==> config.mk <==
export PLATFORM = sky130hd
export DESIGN_NAME = lspl_lane_cfg
export DESIGN_NICKNAME = d
export VERILOG_FILES = /design/src/rtl/lspl_pkg.sv /design/src/rtl/lspl_lane_regs.sv /design/src/rtl/lspl_lane_cfg.sv
export SDC_FILE = /design/constraint.sdc
export NUM_CORES = 1
export LEC_CHECK = 0
export ABC_CLOCK_PERIOD_IN_PS = 2850
export BUFFER_PORTS_ARGS = -buffer_cell sky130_fd_sc_hd__buf_2
export CAP_MARGIN = 25
export CORE_MARGIN = 4
export CORE_UTILIZATION = 27
export CTS_CLUSTER_SIZE = 40
export DETAILED_ROUTE_END_ITERATION = 7
export PLACE_DENSITY_LB_ADDON = 0.15
export SETUP_SLACK_MARGIN = 0.1
export SLEW_MARGIN = 20
export SYNTH_ARGS = -nofsm -noshare
export SYNTH_HDL_FRONTEND = slang
export SYNTH_SLANG_ARGS = --single-unit
==> constraint.sdc <==
create_clock -name clock -period 2.85 [get_ports clock]
set_input_delay 0.1425 -clock clock [delete_from_list [all_inputs] [get_ports clock]]
set_output_delay 0.1425 -clock clock [all_outputs]
set_load 0.02 [all_outputs]
==> src/rtl/lspl_pkg.sv <==
// Package for the low-speed PLL lane configuration block
package lspl_pkg;
    localparam logic [15:0] LANE_CFG_OFFSET = 16'h0006;
    localparam logic [15:0] LANE_B_OFFSET = 16'h0007;
    localparam logic [15:0] LANE_C_OFFSET = 16'h0008;
    localparam logic [15:0] CHAN_A_OFFSET = 16'h0009;
    localparam logic [4:0] DEV_ADDR = 5'h1e;
    localparam logic [15:0] LANE_CFG_RESET = 16'hf115;
    localparam logic [15:0] LANE_B_RESET = 16'hdc04;
    localparam logic [15:0] LANE_C_RESET = 16'h0000;
    localparam logic [15:0] CHAN_A_RESET = 16'h0000;
    localparam int SEL_HI = 15;
    localparam int SEL_LO = 12;
    localparam int RSVA_HI = 11;
    localparam int RSVA_LO = 10;
    localparam int BW_HI = 9;
    localparam int BW_LO = 8;
    localparam int RSVB_HI = 7;
    localparam int RSVB_LO = 5;
    localparam int PLL_ON_BIT = 4;
    localparam int MPY_HI = 3;
    localparam int MPY_LO = 0;
    localparam int NUM_LANES = 4;
    localparam logic [1:0] BW_NO_CLEANER = 2'h1;
    localparam logic [1:0] BW_WITH_CLEANER = 2'h2;

    typedef struct packed {
        logic [3:0] lane_write_select;
        logic [1:0] rsv_a;
        logic [1:0] lowspeed_pll_loop_bw;
        logic [2:0] rsv_b;
        logic lowspeed_pll_on;
        logic [3:0] lowspeed_pll_multiplier;
    } lspl_cfg_t;

    typedef struct packed {
        logic wr;
        logic [15:0] addr;
        logic [15:0] wdata;
    } lspl_req_t;
endpackage : lspl_pkg

==> src/rtl/lspl_lane_regs.sv <==
// Per-lane copies of one shared lane control register
`timescale 1ns/100ps
`default_nettype none
module lspl_lane_regs #(
    parameter int LANES = 4,
    parameter logic [15:0] RESET_VAL = 16'h0000
) (
    input wire logic clock,
    input wire logic resetn,
    input wire logic wr_en,
    input wire logic [LANES-1:0] lane_mask,
    input wire logic [15:0] wdata,
    input wire logic [LANES-1:0] rd_sel,
    output logic [15:0] rdata,
    output logic [LANES*16-1:0] lane_values
);
    logic [15:0] copy_reg [LANES];
    logic [15:0] copy_next [LANES];

    // RL12: one copy per lane
    genvar g;
    generate
        for (g = 0; g < LANES; g++) begin : g_lane
            always_comb begin
                copy_next[g] = copy_reg[g];
                // RL2: masked lane write
                if (wr_en && lane_mask[g]) begin
                    copy_next[g] = wdata;
                end
            end
            always_ff @(posedge clock) begin
                if (!resetn) begin
                    copy_reg[g] <= RESET_VAL;
                end else begin
                    copy_reg[g] <= copy_next[g];
                end
            end
            assign lane_values[g*16 +: 16] = copy_reg[g];
        end
    endgenerate

    // RL3: one-hot read mux
    always_comb begin
        rdata = 16'h0000;
        for (int i = 0; i < LANES; i++) begin
            if (rd_sel[i]) begin
                rdata = rdata | copy_reg[i];
            end
        end
    end
endmodule : lspl_lane_regs
`default_nettype wire

==> src/rtl/lspl_lane_cfg.sv <==
// Low-speed PLL and lane select configuration register bank
//
// Operation
// RL1: Bits 15:12 select lanes three to zero; all set after reset.
// RL2: Shared lane register writes touch only lanes whose select bit is set.
// RL3: Shared lane register reads return the single one-hot selected lane.
// RL4: Controller ignores readback unless the select holds exactly one bit.
// RL5: Loop bandwidth bits 9:8 reset to 01; 10 with cleaner PLL.
// RL6: Bit 4 enables the low-speed PLL; resets to one.
// RL7: PLL forced off by powerdown pin low or global powerdown bit.
// RL8: Bits 3:0 hold PLL multiplier code, reset 0101.
// RL9: Reserved bits 11:10 and 7:5 are stored read/write, reset zero.
// RL10: Multiplier codes map to fixed factors; other codes reserved.
// RL11: Register at offset 0x0006, device 0x1e, reads 0xf115 after reset.
// RL12: Each shared lane register has four copies gated by select mask.
`timescale 1ns/100ps
`default_nettype none
module lspl_lane_cfg #(
    parameter int LANES = 4
) (
    input wire logic clock,
    input wire logic resetn,
    input wire logic req_valid,
    input wire lspl_pkg::lspl_req_t req,
    input wire logic [4:0] req_dev,
    input wire logic transceiver_powerdown_n,
    input wire logic global_powerdown,
    output logic rsp_valid,
    output logic [15:0] rsp_rdata,
    output logic lowspeed_pll_active,
    output logic [1:0] lowspeed_pll_loop_bw,
    output logic [3:0] lowspeed_pll_multiplier,
    output logic multiplier_reserved,
    output logic [LANES*16-1:0] lane_b_values,
    output logic [LANES*16-1:0] lane_c_values,
    output logic [LANES*16-1:0] chan_a_values
);
    lspl_pkg::lspl_cfg_t cfg_reg, cfg_next;
    logic rsp_valid_reg, rsp_valid_next;
    logic [15:0] rsp_rdata_reg, rsp_rdata_next;
    logic pll_active_reg, pll_active_next;
    logic mpy_rsv_reg, mpy_rsv_next;
    logic pd_n_meta_reg, pd_n_sync_reg;
    logic hit;
    logic wr_b, wr_c, wr_a;
    logic [15:0] rd_b, rd_c, rd_a;
    logic [LANES*16-1:0] b_vals, c_vals, a_vals;

    // RL10: reserved multiplier codes
    function automatic logic mpy_is_reserved(input logic [3:0] code);
        case (code)
            4'h3, 4'hb, 4'hc, 4'hf: mpy_is_reserved = 1'b1;
            default: mpy_is_reserved = 1'b0;
        endcase
    endfunction : mpy_is_reserved

    function automatic logic is_write(input logic v, input lspl_pkg::lspl_req_t r,
                                      input logic h, input logic [15:0] off);
        is_write = v && h && r.wr && (r.addr == off);
    endfunction : is_write

    // RL11: device address decode
    assign hit = (req_dev == lspl_pkg::DEV_ADDR);
    assign wr_b = is_write(req_valid, req, hit, lspl_pkg::LANE_B_OFFSET);
    assign wr_c = is_write(req_valid, req, hit, lspl_pkg::LANE_C_OFFSET);
    assign wr_a = is_write(req_valid, req, hit, lspl_pkg::CHAN_A_OFFSET);

    lspl_lane_regs #(.LANES(LANES), .RESET_VAL(lspl_pkg::LANE_B_RESET)) u_lane_b (
        .clock(clock), .resetn(resetn), .wr_en(wr_b),
        .lane_mask(cfg_reg.lane_write_select), .wdata(req.wdata),
        .rd_sel(cfg_reg.lane_write_select), .rdata(rd_b), .lane_values(b_vals)
    );
    lspl_lane_regs #(.LANES(LANES), .RESET_VAL(lspl_pkg::LANE_C_RESET)) u_lane_c (
        .clock(clock), .resetn(resetn), .wr_en(wr_c),
        .lane_mask(cfg_reg.lane_write_select), .wdata(req.wdata),
        .rd_sel(cfg_reg.lane_write_select), .rdata(rd_c), .lane_values(c_vals)
    );
    lspl_lane_regs #(.LANES(LANES), .RESET_VAL(lspl_pkg::CHAN_A_RESET)) u_chan_a (
        .clock(clock), .resetn(resetn), .wr_en(wr_a),
        .lane_mask(cfg_reg.lane_write_select), .wdata(req.wdata),
        .rd_sel(cfg_reg.lane_write_select), .rdata(rd_a), .lane_values(a_vals)
    );

    always_comb begin
        cfg_next = cfg_reg;
        rsp_valid_next = 1'b0;
        rsp_rdata_next = rsp_rdata_reg;
        // RL1: writes to the config register
        if (is_write(req_valid, req, hit, lspl_pkg::LANE_CFG_OFFSET)) begin
            // RL9: reserved bits kept as storage
            cfg_next = lspl_pkg::lspl_cfg_t'(req.wdata);
        end
        if (req_valid && hit && !req.wr) begin
            rsp_valid_next = 1'b1;
            // RL3: lane readback selection
            unique case (req.addr)
                lspl_pkg::LANE_CFG_OFFSET: rsp_rdata_next = 16'(cfg_reg);
                lspl_pkg::LANE_B_OFFSET: rsp_rdata_next = rd_b;
                lspl_pkg::LANE_C_OFFSET: rsp_rdata_next = rd_c;
                lspl_pkg::CHAN_A_OFFSET: rsp_rdata_next = rd_a;
                default: rsp_rdata_next = 16'h0000;
            endcase
        end
        // RL7: forced PLL off
        pll_active_next = cfg_reg.lowspeed_pll_on && pd_n_sync_reg && !global_powerdown;
        // Flag follows the stored code in the same cycle
        mpy_rsv_next = mpy_is_reserved(cfg_next.lowspeed_pll_multiplier);
    end

    always_ff @(posedge clock) begin
        pd_n_meta_reg <= transceiver_powerdown_n;
        pd_n_sync_reg <= pd_n_meta_reg;
        if (!resetn) begin
            // RL11: reset value 0xf115
            cfg_reg <= lspl_pkg::lspl_cfg_t'(lspl_pkg::LANE_CFG_RESET);
            rsp_valid_reg <= 1'b0;
            rsp_rdata_reg <= 16'h0000;
            pll_active_reg <= 1'b0;
            mpy_rsv_reg <= 1'b0;
            lane_b_values <= {LANES{lspl_pkg::LANE_B_RESET}};
            lane_c_values <= {LANES{lspl_pkg::LANE_C_RESET}};
            chan_a_values <= {LANES{lspl_pkg::CHAN_A_RESET}};
        end else begin
            cfg_reg <= cfg_next;
            rsp_valid_reg <= rsp_valid_next;
            rsp_rdata_reg <= rsp_rdata_next;
            pll_active_reg <= pll_active_next;
            mpy_rsv_reg <= mpy_rsv_next;
            lane_b_values <= b_vals;
            lane_c_values <= c_vals;
            chan_a_values <= a_vals;
        end
    end

    assign rsp_valid = rsp_valid_reg;
    assign rsp_rdata = rsp_rdata_reg;
    // RL6: PLL enable output
    assign lowspeed_pll_active = pll_active_reg;
    // RL5: loop bandwidth output
    assign lowspeed_pll_loop_bw = cfg_reg.lowspeed_pll_loop_bw;
    // RL8: multiplier output
    assign lowspeed_pll_multiplier = cfg_reg.lowspeed_pll_multiplier;
    assign multiplier_reserved = mpy_rsv_reg;
endmodule : lspl_lane_cfg
`default_nettype wire

==> results of run 1 <==
cells in the mapped netlist (13+ instances only):
| master | count | area, um^2 |
|---|---|---|
| sky130_fd_sc_hd__clkbuf_1 | 93 | 349 |
| sky130_fd_sc_hd__nor3_1 | 24 | 120 |
| sky130_fd_sc_hd__a22oi_1 | 24 | 180 |
| sky130_fd_sc_hd__buf_4 | 13 | 97.6 |
| sky130_fd_sc_hd__nand3_1 | 13 | 65.1 |
| sky130_fd_sc_hd__dfxtp_1 | 421 | 8430 |
| sky130_fd_sc_hd__buf_2 | 14 | 70.1 |
| sky130_fd_sc_hd__a221oi_1 | 32 | 280 |
| sky130_fd_sc_hd__buf_6 | 14 | 158 |
| sky130_fd_sc_hd__nand2_1 | 352 | 1320 |
| sky130_fd_sc_hd__a21boi_0 | 93 | 698 |
| sky130_fd_sc_hd__o21ai_0 | 16 | 80.1 |
| sky130_fd_sc_hd__nor2_1 | 42 | 158 |
| sky130_fd_sc_hd__a21boi_2 | 60 | 676 |
| sky130_fd_sc_hd__o22ai_1 | 16 | 100 |
| sky130_fd_sc_hd__and2_1 | 171 | 1070 |
| sky130_fd_sc_hd__nand2b_1 | 27 | 169 |
| sky130_fd_sc_hd__a21boi_1 | 23 | 173 |
| sky130_fd_sc_hd__a22o_1 | 32 | 280 |
| sky130_fd_sc_hd__o21ai_1 | 28 | 140 |
through the flow:
stage | hold WS, ns | cell area, um^2 | utilization | total power [mW] | worst slack [ns]
after global routing | 0.0374 | 19500 | 0.343 | 13.2 | 0.237
after global placement | 0.245 | 17800 | 0.313 | 6.31 | 0.193
after detailed placement | 0.250 | 17800 | 0.313 | 6.31 | 0.185
after floorplan | 0.170 | 15600 | - | 6.18 | 0.766
final | 0.0313 | 19500 | 0.343 | 12.7 | 0.318
after CTS | 0.00314 | 19500 | 0.343 | 12.9 | 0.363
tightest hold or removal path: stages:
cell and delay [ns]:
sky130_fd_sc_hd__buf_2 0.24, sky130_fd_sc_hd__nand2_1 0.10, sky130_fd_sc_hd__a21boi_0 0.07
path summary, 6_finish.rpt:
path         slack (ns)                                   end
max                0.32             rsp_rdata[1]$_SDFFE_PN0P_
min                0.03  u_lane_b.copy_reg[3][4]$_SDFFE_PN0P_
max reg2reg        0.32             rsp_rdata[1]$_SDFFE_PN0P_
min reg2reg        0.34                 pd_n_sync_reg$_DFF_P_
cell families (layout without fill, tap and decap cells):
family / count (synthesis) / count (layout) / synth area share
compound gates: 362 / 362 / 0.185
mux: 8 / 8 / 0.00513
flops: 421 / 421 / 0.540
other cells: 0 / 5 / 0
buf+inv: 136 / 418 / 0.0447
simple gates: 682 / 682 / 0.225
placed cells by master, fill, tap and decap left out, types with 10 or more instances in the layout:
| cell type | count |
|---|---|
| sky130_fd_sc_hd__clkinv_2 | 11 |
| sky130_fd_sc_hd__clkbuf_8 | 10 |
| sky130_fd_sc_hd__a21boi_0 | 93 |
| sky130_fd_sc_hd__o21ai_0 | 16 |
| sky130_fd_sc_hd__a2111oi_0 | 12 |
| sky130_fd_sc_hd__nand2_1 | 352 |
| sky130_fd_sc_hd__clkbuf_16 | 49 |
| sky130_fd_sc_hd__a21oi_1 | 12 |
| sky130_fd_sc_hd__o21ai_1 | 28 |
| sky130_fd_sc_hd__nand3_1 | 13 |
| sky130_fd_sc_hd__buf_4 | 58 |
| sky130_fd_sc_hd__nor2_8 | 10 |
| sky130_fd_sc_hd__dfxtp_1 | 421 |
| sky130_fd_sc_hd__a221oi_1 | 32 |
| sky130_fd_sc_hd__a21boi_1 | 23 |
| sky130_fd_sc_hd__nand2b_1 | 27 |
| sky130_fd_sc_hd__nor3_1 | 24 |
| sky130_fd_sc_hd__nor2_1 | 42 |
| sky130_fd_sc_hd__and2_1 | 171 |
| sky130_fd_sc_hd__a21boi_2 | 60 |
| sky130_fd_sc_hd__a22o_1 | 32 |
| sky130_fd_sc_hd__o22ai_1 | 16 |
| sky130_fd_sc_hd__nand2_2 | 10 |
| sky130_fd_sc_hd__a22oi_1 | 24 |
| sky130_fd_sc_hd__buf_2 | 258 |
routing by layer:
layer | GRT usage | up-vias | share of wire
met5 | 0 | - | 0.00045
met4 | 0.0510 | 4 | 0.027
met3 | 0.0409 | 98 | 0.056
met2 | 0.300 | 358 | 0.47
met1 | 0.241 | 6001 | 0.45
li1 | - | 5923 | -
layout make-up:
| type | instances | area, um^2 |
|---|---|---|
| Inverter | 1 | 3.75 |
| Clock buffer | 63 | 1370 |
| Tap cell | 756 | 946 |
| Antenna cell | 5 | 12.5 |
| Clock inverter | 24 | 314 |
| Multi-Input combinational cell | 1052 | 6480 |
| Fill cell | 5910 | 37300 |
| Timing Repair Buffer | 330 | 1960 |
| Sequential cell | 421 | 8430 |
power breakdown:
| group | total, mW | switching, mW | internal [mW] |
|---|---|---|---|
| clock network | 6.56 | 2.55 | 4.01 |
| logic | 0.294 | 0.206 | 0.0880 |
| registers | 5.89 | 0.00242 | 5.89 |
==> impl_metrics.tcl, run 1 <==
set metrics [dict create \
    clk_pin_slew_worst_paths_ns 0.06 \
    synthesized_instance_count 1609 \
    cts-buffers-inserted 48 \
    p_per_area_nw_per_um2 653 \
    number_of_enable_flip_flop_cells_after_synthesis 0 \
    leakage_nw 7.89 \
    final_nets 1897 \
    route.final.wire_length_mm 58.3 \
    setup_total_negative_slack_ns 0 \
    crit_buf_inv 1 \
    die_height_um 248 \
    arrival_ns 2.97 \
    cts_tree "built" \
    clock.fmax_ghz 0.395 \
    largest_net_degree_at_the_start_of_global_routing 151 \
    syn-cell-area_um2 15600 \
    timing.critical_path.slowest_stage_cell "sky130_fd_sc_hd__dfxtp_1" \
    finClkSkew_ns 0.0134 \
    cts-hold-fix-buffers 4 \
    die_w_um 248 \
    buffer_ports.inserted 259 \
    critical_path.cell_chain "buf_4 -> a22o_1 -> a221oi_1 -> o22ai_1 -> a2111oi_0 -> nor2_1" \
    hold_path.startpoint "req[4]" \
    vias_per_cell 4.67 \
    maxSlewViolCount 0 \
    worst_ep_required_time_ns 3.29 \
    post-route-period-util 0.888 \
    synthesis.area_per_instance_um2 9.70 \
    detail_route.first_pass.iterations 5 \
    cts-resized-gates 0 \
    dp_hpwl_mm 40.3 \
    remaining_drc_errors 0 \
    critical_path.startpoint "cfg_reg[14]$_SDFFE_PN1N_" \
    min_delay_path_depth 3 \
    yosysSeqAreaShare 0.540 \
    async_set_or_reset_register_ratio_after_synthesis 0 \
    timing.critical_path.depth 6 \
    startpoint_type_of_the_worst_setup_path "flip-flop" \
    mappedNetlistNets 1652 \
    post_dr_wirelength_cell_um 22.0 \
    vias 12400 \
    die-area_um2 61700 \
    yosys_warnings 0 \
    status "finished, final reports clean" \
    core.rowCount 87 \
    postSynth.topFlopCell "sky130_fd_sc_hd__dfxtp_1" \
    criticalPathCategory "flip-flop to flip-flop" \
    effective_utilization_at_floorplan 0.275 \
    numPlacedInstances 2556 \
    cts_setup_buffers 0 \
    first_global_vias 12500 \
    synth_to_final_area_change_pct 25.0 \
    ctsRootBufferMaster "sky130_fd_sc_hd__clkbuf_16" \
    max_cap_viol_count 0 \
    worst_slew_pin_slew_ns 0.882 \
    1st_iter_drt_viols 898 \
    final_antenna_net_count 0 \
    setup-violations-final 0 \
    clk_latency_ns 0.58 \
    hold_class "input port to flip-flop" \
    globalRoute.totalOverflow 0 \
    slew_headroom 0.411 \
    crit_family "compound AO/OA/AOI/OAI gates" \
    number_of_antenna_violations_at_the_first_check_in_global_routing 6 \
    grt_pass1_wl_mm 85.5 \
    ys_ff_latch 421 \
    peakVddDrop_v 0.000340 \
    final.min_clock_period_ns 2.53 \
    crit_path_largest_cell_delay_ns 0.59 \
    instances_no_fill 2652 \
    gr-usage-all-layers 0.182 \
    crit_path_max_fanout 16 \
    clock_path_buffers 3 \
    critPathCaptureType "flip-flop" \
    rr_startpoint "cfg_reg[14]$_SDFFE_PN1N_" \
    htree_num_levels 2 \
    num_io_pins 260 \
    clkSinkCount 421 \
    core_area_um2 56800 \
    gp_congestion 0.826 \
    rsz0062_at_grt "false" \
    timing_hold_violations_final 0 \
    post_synth_cell_types 49 \
    r2r.worst_path.cells 6 \
    final_layout_size_suffix_gt1_frac 0.265 \
]
No activity file was read; power rests on OpenSTA's default activity.
==> inputs of run 2 (changes only) <==
--- a/config.mk
+++ b/config.mk
@@ -12,7 +12,6 @@
 export CORE_UTILIZATION = 27
 export CTS_CLUSTER_SIZE = 40
 export DETAILED_ROUTE_END_ITERATION = 7
-export PLACE_DENSITY_LB_ADDON = 0.15
 export SETUP_SLACK_MARGIN = 0.1
 export SLEW_MARGIN = 20
 export SYNTH_ARGS = -nofsm -noshare
==> impl_metrics.tcl, run 2 (synthesis gave the netlist of run 1 again) <==
set metrics [dict create \
    status "finished, final reports clean" \
    min_delay_path_depth 3 \
    regArea_um2 8430 \
    gr-usage-all-layers 0.175 \
    die-area_um2 61700 \
    crit_path_largest_cell_delay_ns 0.61 \
    remaining_drc_errors 0 \
    setup-violations-final 0 \
    max_cap_viol_count 0 \
    final_layout_size_suffix_gt1_frac 0.266 \
    final_common_cell "sky130_fd_sc_hd__dfxtp_1" \
    crit_family "compound AO/OA/AOI/OAI gates" \
    multiInputGateArea_um2 6480 \
    route.final.wire_length_mm 56.3 \
    clk_latency_ns 0.58 \
    first_global_vias 12500 \
    die_height_um 248 \
    p_per_area_nw_per_um2 643 \
    die_w_um 248 \
    synth_to_final_area_change_pct 24.7 \
    number_of_antenna_violations_at_the_first_check_in_global_routing 6 \
    preCtsSetupSlack_ns 0.282 \
    ctsRootBufferMaster "sky130_fd_sc_hd__clkbuf_16" \
    worst_ep_required_time_ns 3.32 \
    final.min_clock_period_ns 2.55 \
    final_nets 1898 \
    critPathCaptureType "flip-flop" \
    vias_per_cell 4.77 \
    arrival_ns 3.02 \
    timing.critical_path.depth 7 \
    critical_path.cell_chain "buf_4 -> a22o_1 -> a221oi_1 -> o22ai_1 -> a211oi_1 -> buf_4 -> nor2_1" \
    post-route-period-util 0.894 \
    maxSlewViolCount 0 \
    clk_pin_slew_worst_paths_ns 0.06 \
    slew_headroom 0.470 \
    reg2reg_to "rsp_rdata[13]$_SDFFE_PN0P_" \
    timing.critical_path.slowest_stage_cell "sky130_fd_sc_hd__a221oi_1" \
    leakage_nw 7.85 \
    cts-buffers-inserted 47 \
    finClkSkew_ns 0.0249 \
    largest_net_degree_at_the_start_of_global_routing 115 \
    num_io_pins 260 \
    layout.cells.most_common_list "420 x sky130_fd_sc_hd__dfxtp_1, 352 x sky130_fd_sc_hd__nand2_1, 258 x sky130_fd_sc_hd__buf_2" \
    effective_utilization_at_floorplan 0.275 \
    crit_path_max_fanout 14 \
    crit_buf_inv 2 \
    rsz0062_at_grt "false" \
    post_dr_wirelength_cell_um 21.2 \
    r2r_slack_ns 0.30 \
    worst_hold_path.endpoint "u_lane_b.copy_reg[0][4]$_SDFFE_PN0P_" \
    htree_num_levels 2 \
    rr_startpoint "cfg_reg[15]$_SDFFE_PN1N_" \
    timing_hold_violations_final 0 \
    grt_pass1_wl_mm 83.3 \
    core.rowCount 87 \
    startpoint_type_of_the_worst_setup_path "flip-flop" \
    globalRoute.totalOverflow 0 \
    buffer_ports.inserted 259 \
    r2r.worst_path.cells 7 \
    criticalPathCategory "flip-flop to flip-flop" \
    peakVddDrop_v 0.000384 \
    fin_ws_ns 0.302 \
    setup_total_negative_slack_ns 0 \
    cp_common_cell "sky130_fd_sc_hd__buf_4" \
    gp_congestion 0.840 \
    fill_cells 5815 \
    core_area_um2 56800 \
    final_antenna_net_count 0 \
    detail_route.first_pass.iterations 5 \
    clock_path_buffers 3 \
    cts_tree "built" \
    clkSinkCount 421 \
    worst_slew_pin_slew_ns 0.793 \
    clock.fmax_ghz 0.392 \
    vias 12700 \
    hold_class "input port to flip-flop" \
    1st_iter_drt_viols 1286 \
    hold_path.startpoint "req[4]" \
    dp_hpwl_mm 39.8 \
]
-- run 2: changes by cell type in the layout (fill, tap and decap cells not counted), sizes merged, moves of 2 or more --
cell,previous run,this run
clkbuf,64,59
dlygate4sd3,4,9
inv,1,6
buf,325,322
bufinv,7,5
clkinvlp,3,5
-- run 2: worst reg2reg max path, stage by stage (launching register included) --
cell and delay, ns:
sky130_fd_sc_hd__dfxtp_1 0.56, sky130_fd_sc_hd__buf_4 0.32, sky130_fd_sc_hd__a22o_1 0.27, sky130_fd_sc_hd__a221oi_1 0.61
sky130_fd_sc_hd__o22ai_1 0.19, sky130_fd_sc_hd__a211oi_1 0.25, sky130_fd_sc_hd__buf_4 0.19, sky130_fd_sc_hd__nor2_1 0.05
-- run 2: through the flow --
stage	instance area (um^2)	hold WS, ns	cells	util	power [mW]
after floorplan	15600	0.170	1609	-	6.18
after global placement	17700	0.301	2553	0.312	6.29
after global routing	19500	0.0132	2651	0.342	12.9
after detailed placement	17700	0.302	2553	0.312	6.30
final	19500	0.0305	2654	0.343	12.5
after CTS	19500	0.00220	2650	0.342	12.7
-- run 2: layer usage --
| layer | up-vias | routed length (um) | GRT usage |
|---|---|---|---|
| li1 | 5935 | - | - |
| met3 | 104 | 4980 | 0.0529 |
| met1 | 6090 | 24000 | 0.230 |
| met4 | 4 | 1970 | 0.0609 |
| met5 | - | 28 | 0 |
| met2 | 535 | 25300 | 0.274 |
-- run 2: layout make-up --
cell class,instances,area share
clock buffers,58,0.0672
repair buffers,332,0.100
inverters,1,0.000193
diodes,4,0.000514
clock inverters,30,0.0172
well taps,756,0.0486
multi-input cells,1052,0.333
flip-flops and latches,421,0.433
-- run 2: how the worst max path moves through the flow --
| stage | end | start | slack (ns) |
|---|---|---|---|
| after floorplan | u_lane_c.copy_reg[1][10]$_SDFFE_PN0P_ | req[21] | 0.77 |
| after CTS | rsp_rdata[15]$_SDFFE_PN0P_ | cfg_reg[15]$_SDFFE_PN1N_ | 0.41 |
| final | rsp_rdata[13]$_SDFFE_PN0P_ | cfg_reg[15]$_SDFFE_PN1N_ | 0.30 |
| after global placement | rsp_rdata[8]$_SDFFE_PN0P_ | req[21] | 0.34 |
| after global routing | rsp_rdata[13]$_SDFFE_PN0P_ | cfg_reg[15]$_SDFFE_PN1N_ | 0.28 |
| after detailed placement | rsp_rdata[8]$_SDFFE_PN0P_ | req[29] | 0.28 |
-- run 2: where the power goes --
group	switching (mW)	total [mW]	internal [mW]
sequential	0.00199	5.89	5.89
combinational	0.199	0.290	0.0914
clock	2.58	6.34	3.76
-- run 2: what timing repair did --
action                    CTS  global route
hold endpoints to repair   47             0
setup buffers               0             0
hold buffers                9             0
gates resized for setup     0             0
==> inputs of run 3 (changes only) <==
==> constraint.sdc (replaced) <==
create_clock -name clock -period 2.85 [get_ports clock]
set_input_delay 0.57 -clock clock [delete_from_list [all_inputs] [get_ports clock]]
set_output_delay 0.57 -clock clock [all_outputs]
set_load 0.02 [all_outputs]
==> impl_metrics.tcl, run 3 (synthesis gave the netlist of run 1 again) <==
set metrics [dict create \
    status "finished, final reports clean" \
    cts-buffers-inserted 44 \
    timing_hold_violations_final 0 \
    worst_ep_required_time_ns 3.30 \
    layout.cells.most_common_list "420 x sky130_fd_sc_hd__dfxtp_1, 352 x sky130_fd_sc_hd__nand2_1, 258 x sky130_fd_sc_hd__buf_2" \
    startpoint_type_of_the_worst_setup_path "flip-flop" \
    die-area_um2 61700 \
    globalRoute.totalOverflow 0 \
    rr_startpoint "cfg_reg[14]$_SDFFE_PN1N_" \
    final_antenna_net_count 0 \
    route.final.wire_length_mm 55.6 \
    synth_to_final_area_change_pct 25.4 \
    largest_net_degree_at_the_start_of_global_routing 123 \
    critPathCaptureType "flip-flop" \
    p_per_area_nw_per_um2 643 \
    criticalPathCategory "flip-flop to flip-flop" \
    setup-violations-final 0 \
    post-route-period-util 0.930 \
    combinational_cell_fraction_of_total_power 0.023 \
    clkPwrFrac 0.509 \
    clock_path_buffers 3 \
    reg2reg_to "rsp_rdata[11]$_SDFFE_PN0P_" \
    cts_tree "built" \
    cts-hold-fix-buffers 0 \
    grt_pass1_wl_mm 82.1 \
    cp_common_cell "sky130_fd_sc_hd__buf_4" \
    cts_setup_buffers 0 \
    crit_path_largest_cell_delay_ns 0.66 \
    worst_hold_path.endpoint "pd_n_meta_reg$_DFF_P_" \
    ctsRootBufferMaster "sky130_fd_sc_hd__clkbuf_16" \
    core_area_um2 56800 \
    final.min_clock_period_ns 2.65 \
    clk_pin_slew_worst_paths_ns 0.06 \
    gp_congestion 0.891 \
    power_switching_mw 2.66 \
    critical_path.cell_chain "buf_4 -> a22o_1 -> a221oi_1 -> buf_4 -> o22ai_1 -> a2111oi_0 -> nor2_1" \
    switching_share 0.211 \
    min_delay_path_depth 1 \
    final_common_cell "sky130_fd_sc_hd__dfxtp_1" \
    first_global_vias 12700 \
    core.rowCount 87 \
    r2r.worst_path.cells 7 \
    gr-usage-all-layers 0.172 \
    detail_route.first_pass.iterations 5 \
    timing.critical_path.depth 7 \
    rsz0062_at_grt "false" \
    power.share.sequential 0.468 \
    crit_family "compound AO/OA/AOI/OAI gates" \
    final_nets 1893 \
    vias_per_cell 4.79 \
    clk_latency_ns 0.58 \
    vias 12700 \
    slew_headroom 0.276 \
    peakVddDrop_v 0.000410 \
    total_power_mw 12.6 \
    remaining_drc_errors 0 \
    htree_num_levels 2 \
    crit_buf_inv 2 \
    r2r_slack_ns 0.20 \
    1st_iter_drt_viols 1221 \
    hold-worst-slack_ns 0.132 \
    die_height_um 248 \
    arrival_ns 3.11 \
    die_w_um 248 \
    dp_hpwl_mm 39.5 \
    cell_internal_pwr_mw 9.91 \
    hold_class "input port to flip-flop" \
    timing.critical_path.slowest_stage_cell "sky130_fd_sc_hd__dfxtp_1" \
    max_cap_viol_count 0 \
    leakage_nw 7.89 \
    clock.fmax_ghz 0.377 \
    worst_slew_pin_slew_ns 1.08 \
    crit_path_max_fanout 20 \
    hold_path.startpoint "transceiver_powerdown_n" \
    number_of_antenna_violations_at_the_first_check_in_global_routing 5 \
    finClkSkew_ns 0.0280 \
    num_io_pins 260 \
    cts-resized-gates 0 \
    final_layout_size_suffix_gt1_frac 0.266 \
    clkSinkCount 421 \
    post_dr_wirelength_cell_um 21.0 \
    maxSlewViolCount 0 \
    buffer_ports.inserted 259 \
    effective_utilization_at_floorplan 0.275 \
]
run 3: cell types whose count changed in the layout (fill, tap and decap cells not counted):
cell                            before  now
sky130_fd_sc_hd__buf_12              6   18
sky130_fd_sc_hd__buf_4              58   53
sky130_fd_sc_hd__bufinv_16           5    8
sky130_fd_sc_hd__clkbuf_16          48   46
sky130_fd_sc_hd__clkbuf_8            8   11
sky130_fd_sc_hd__clkinv_2           10    6
sky130_fd_sc_hd__clkinv_4            4    1
sky130_fd_sc_hd__clkinvlp_4          5    2
sky130_fd_sc_hd__dlygate4sd3_1       9    0
sky130_fd_sc_hd__inv_6               4    1
run 3: power by group through the flow:
| stage | clock network (mW) | registers, mW | logic, mW |
|---|---|---|---|
| 2_1_floorplan | 0 | 6.02 | 0.155 |
| 3_3_place_gp | 0 | 6.02 | 0.285 |
| 3_5_place_dp | 0 | 6.02 | 0.288 |
| 4_1_cts | 6.56 | 5.89 | 0.289 |
| 5_1_grt | 6.77 | 5.88 | 0.306 |
| 6_report | 6.40 | 5.89 | 0.288 |
run 3: through the flow:
stage,area [um^2],setup slack [ns],cells,TNS (ns),utilization
floorplan,15600,0.338,1609,0,-
global placement,17900,-0.246,2560,-1.57,0.315
detailed placement,17900,-0.267,2560,-3.69,0.315
CTS,19600,0.237,2639,0,0.344
global route,19600,0.103,2641,0,0.344
finish,19600,0.199,2643,0,0.344
run 3: worst max-delay path by stage:
stage | slack (ns) | start | to
6_report | 0.20 | cfg_reg[14]$_SDFFE_PN1N_ | rsp_rdata[11]$_SDFFE_PN0P_
5_1_grt | 0.10 | cfg_reg[14]$_SDFFE_PN1N_ | rsp_rdata[10]$_SDFFE_PN0P_
4_1_cts | 0.24 | cfg_reg[14]$_SDFFE_PN1N_ | rsp_rdata[11]$_SDFFE_PN0P_
3_5_place_dp | -0.27 | req[21] | rsp_rdata[8]$_SDFFE_PN0P_
3_3_place_gp | -0.25 | req[21] | rsp_rdata[8]$_SDFFE_PN0P_
2_1_floorplan | 0.34 | req[21] | u_lane_c.copy_reg[1][10]$_SDFFE_PN0P_
run 3: cell type report:
type | instances | area, um^2
Antenna cell | 4 | 10.0
Timing Repair Buffer | 330 | 2060
Multi-Input combinational cell | 1052 | 6480
Clock inverter | 20 | 330
Clock buffer | 59 | 1300
Fill cell | 5703 | 37300
Inverter | 1 | 3.75
Sequential cell | 421 | 8430
Tap cell | 756 | 946
run 3: per-layer routing:
metal  global-route usage  share of wire  vias up
li1                     -              -     5915
met1                0.224           0.42     6091
met2                0.272           0.45      558
met3               0.0484          0.094       96
met4               0.0692          0.035        2
met5                    0        0.00032        -
run 3: worst reg2reg max path: stages (launching register included):
cell                        delay (ns)
sky130_fd_sc_hd__dfxtp_1          0.66
sky130_fd_sc_hd__buf_4            0.39
sky130_fd_sc_hd__a22o_1           0.24
sky130_fd_sc_hd__a221oi_1         0.43
sky130_fd_sc_hd__buf_4            0.20
sky130_fd_sc_hd__o22ai_1          0.07
sky130_fd_sc_hd__a2111oi_0        0.44
sky130_fd_sc_hd__nor2_1           0.10
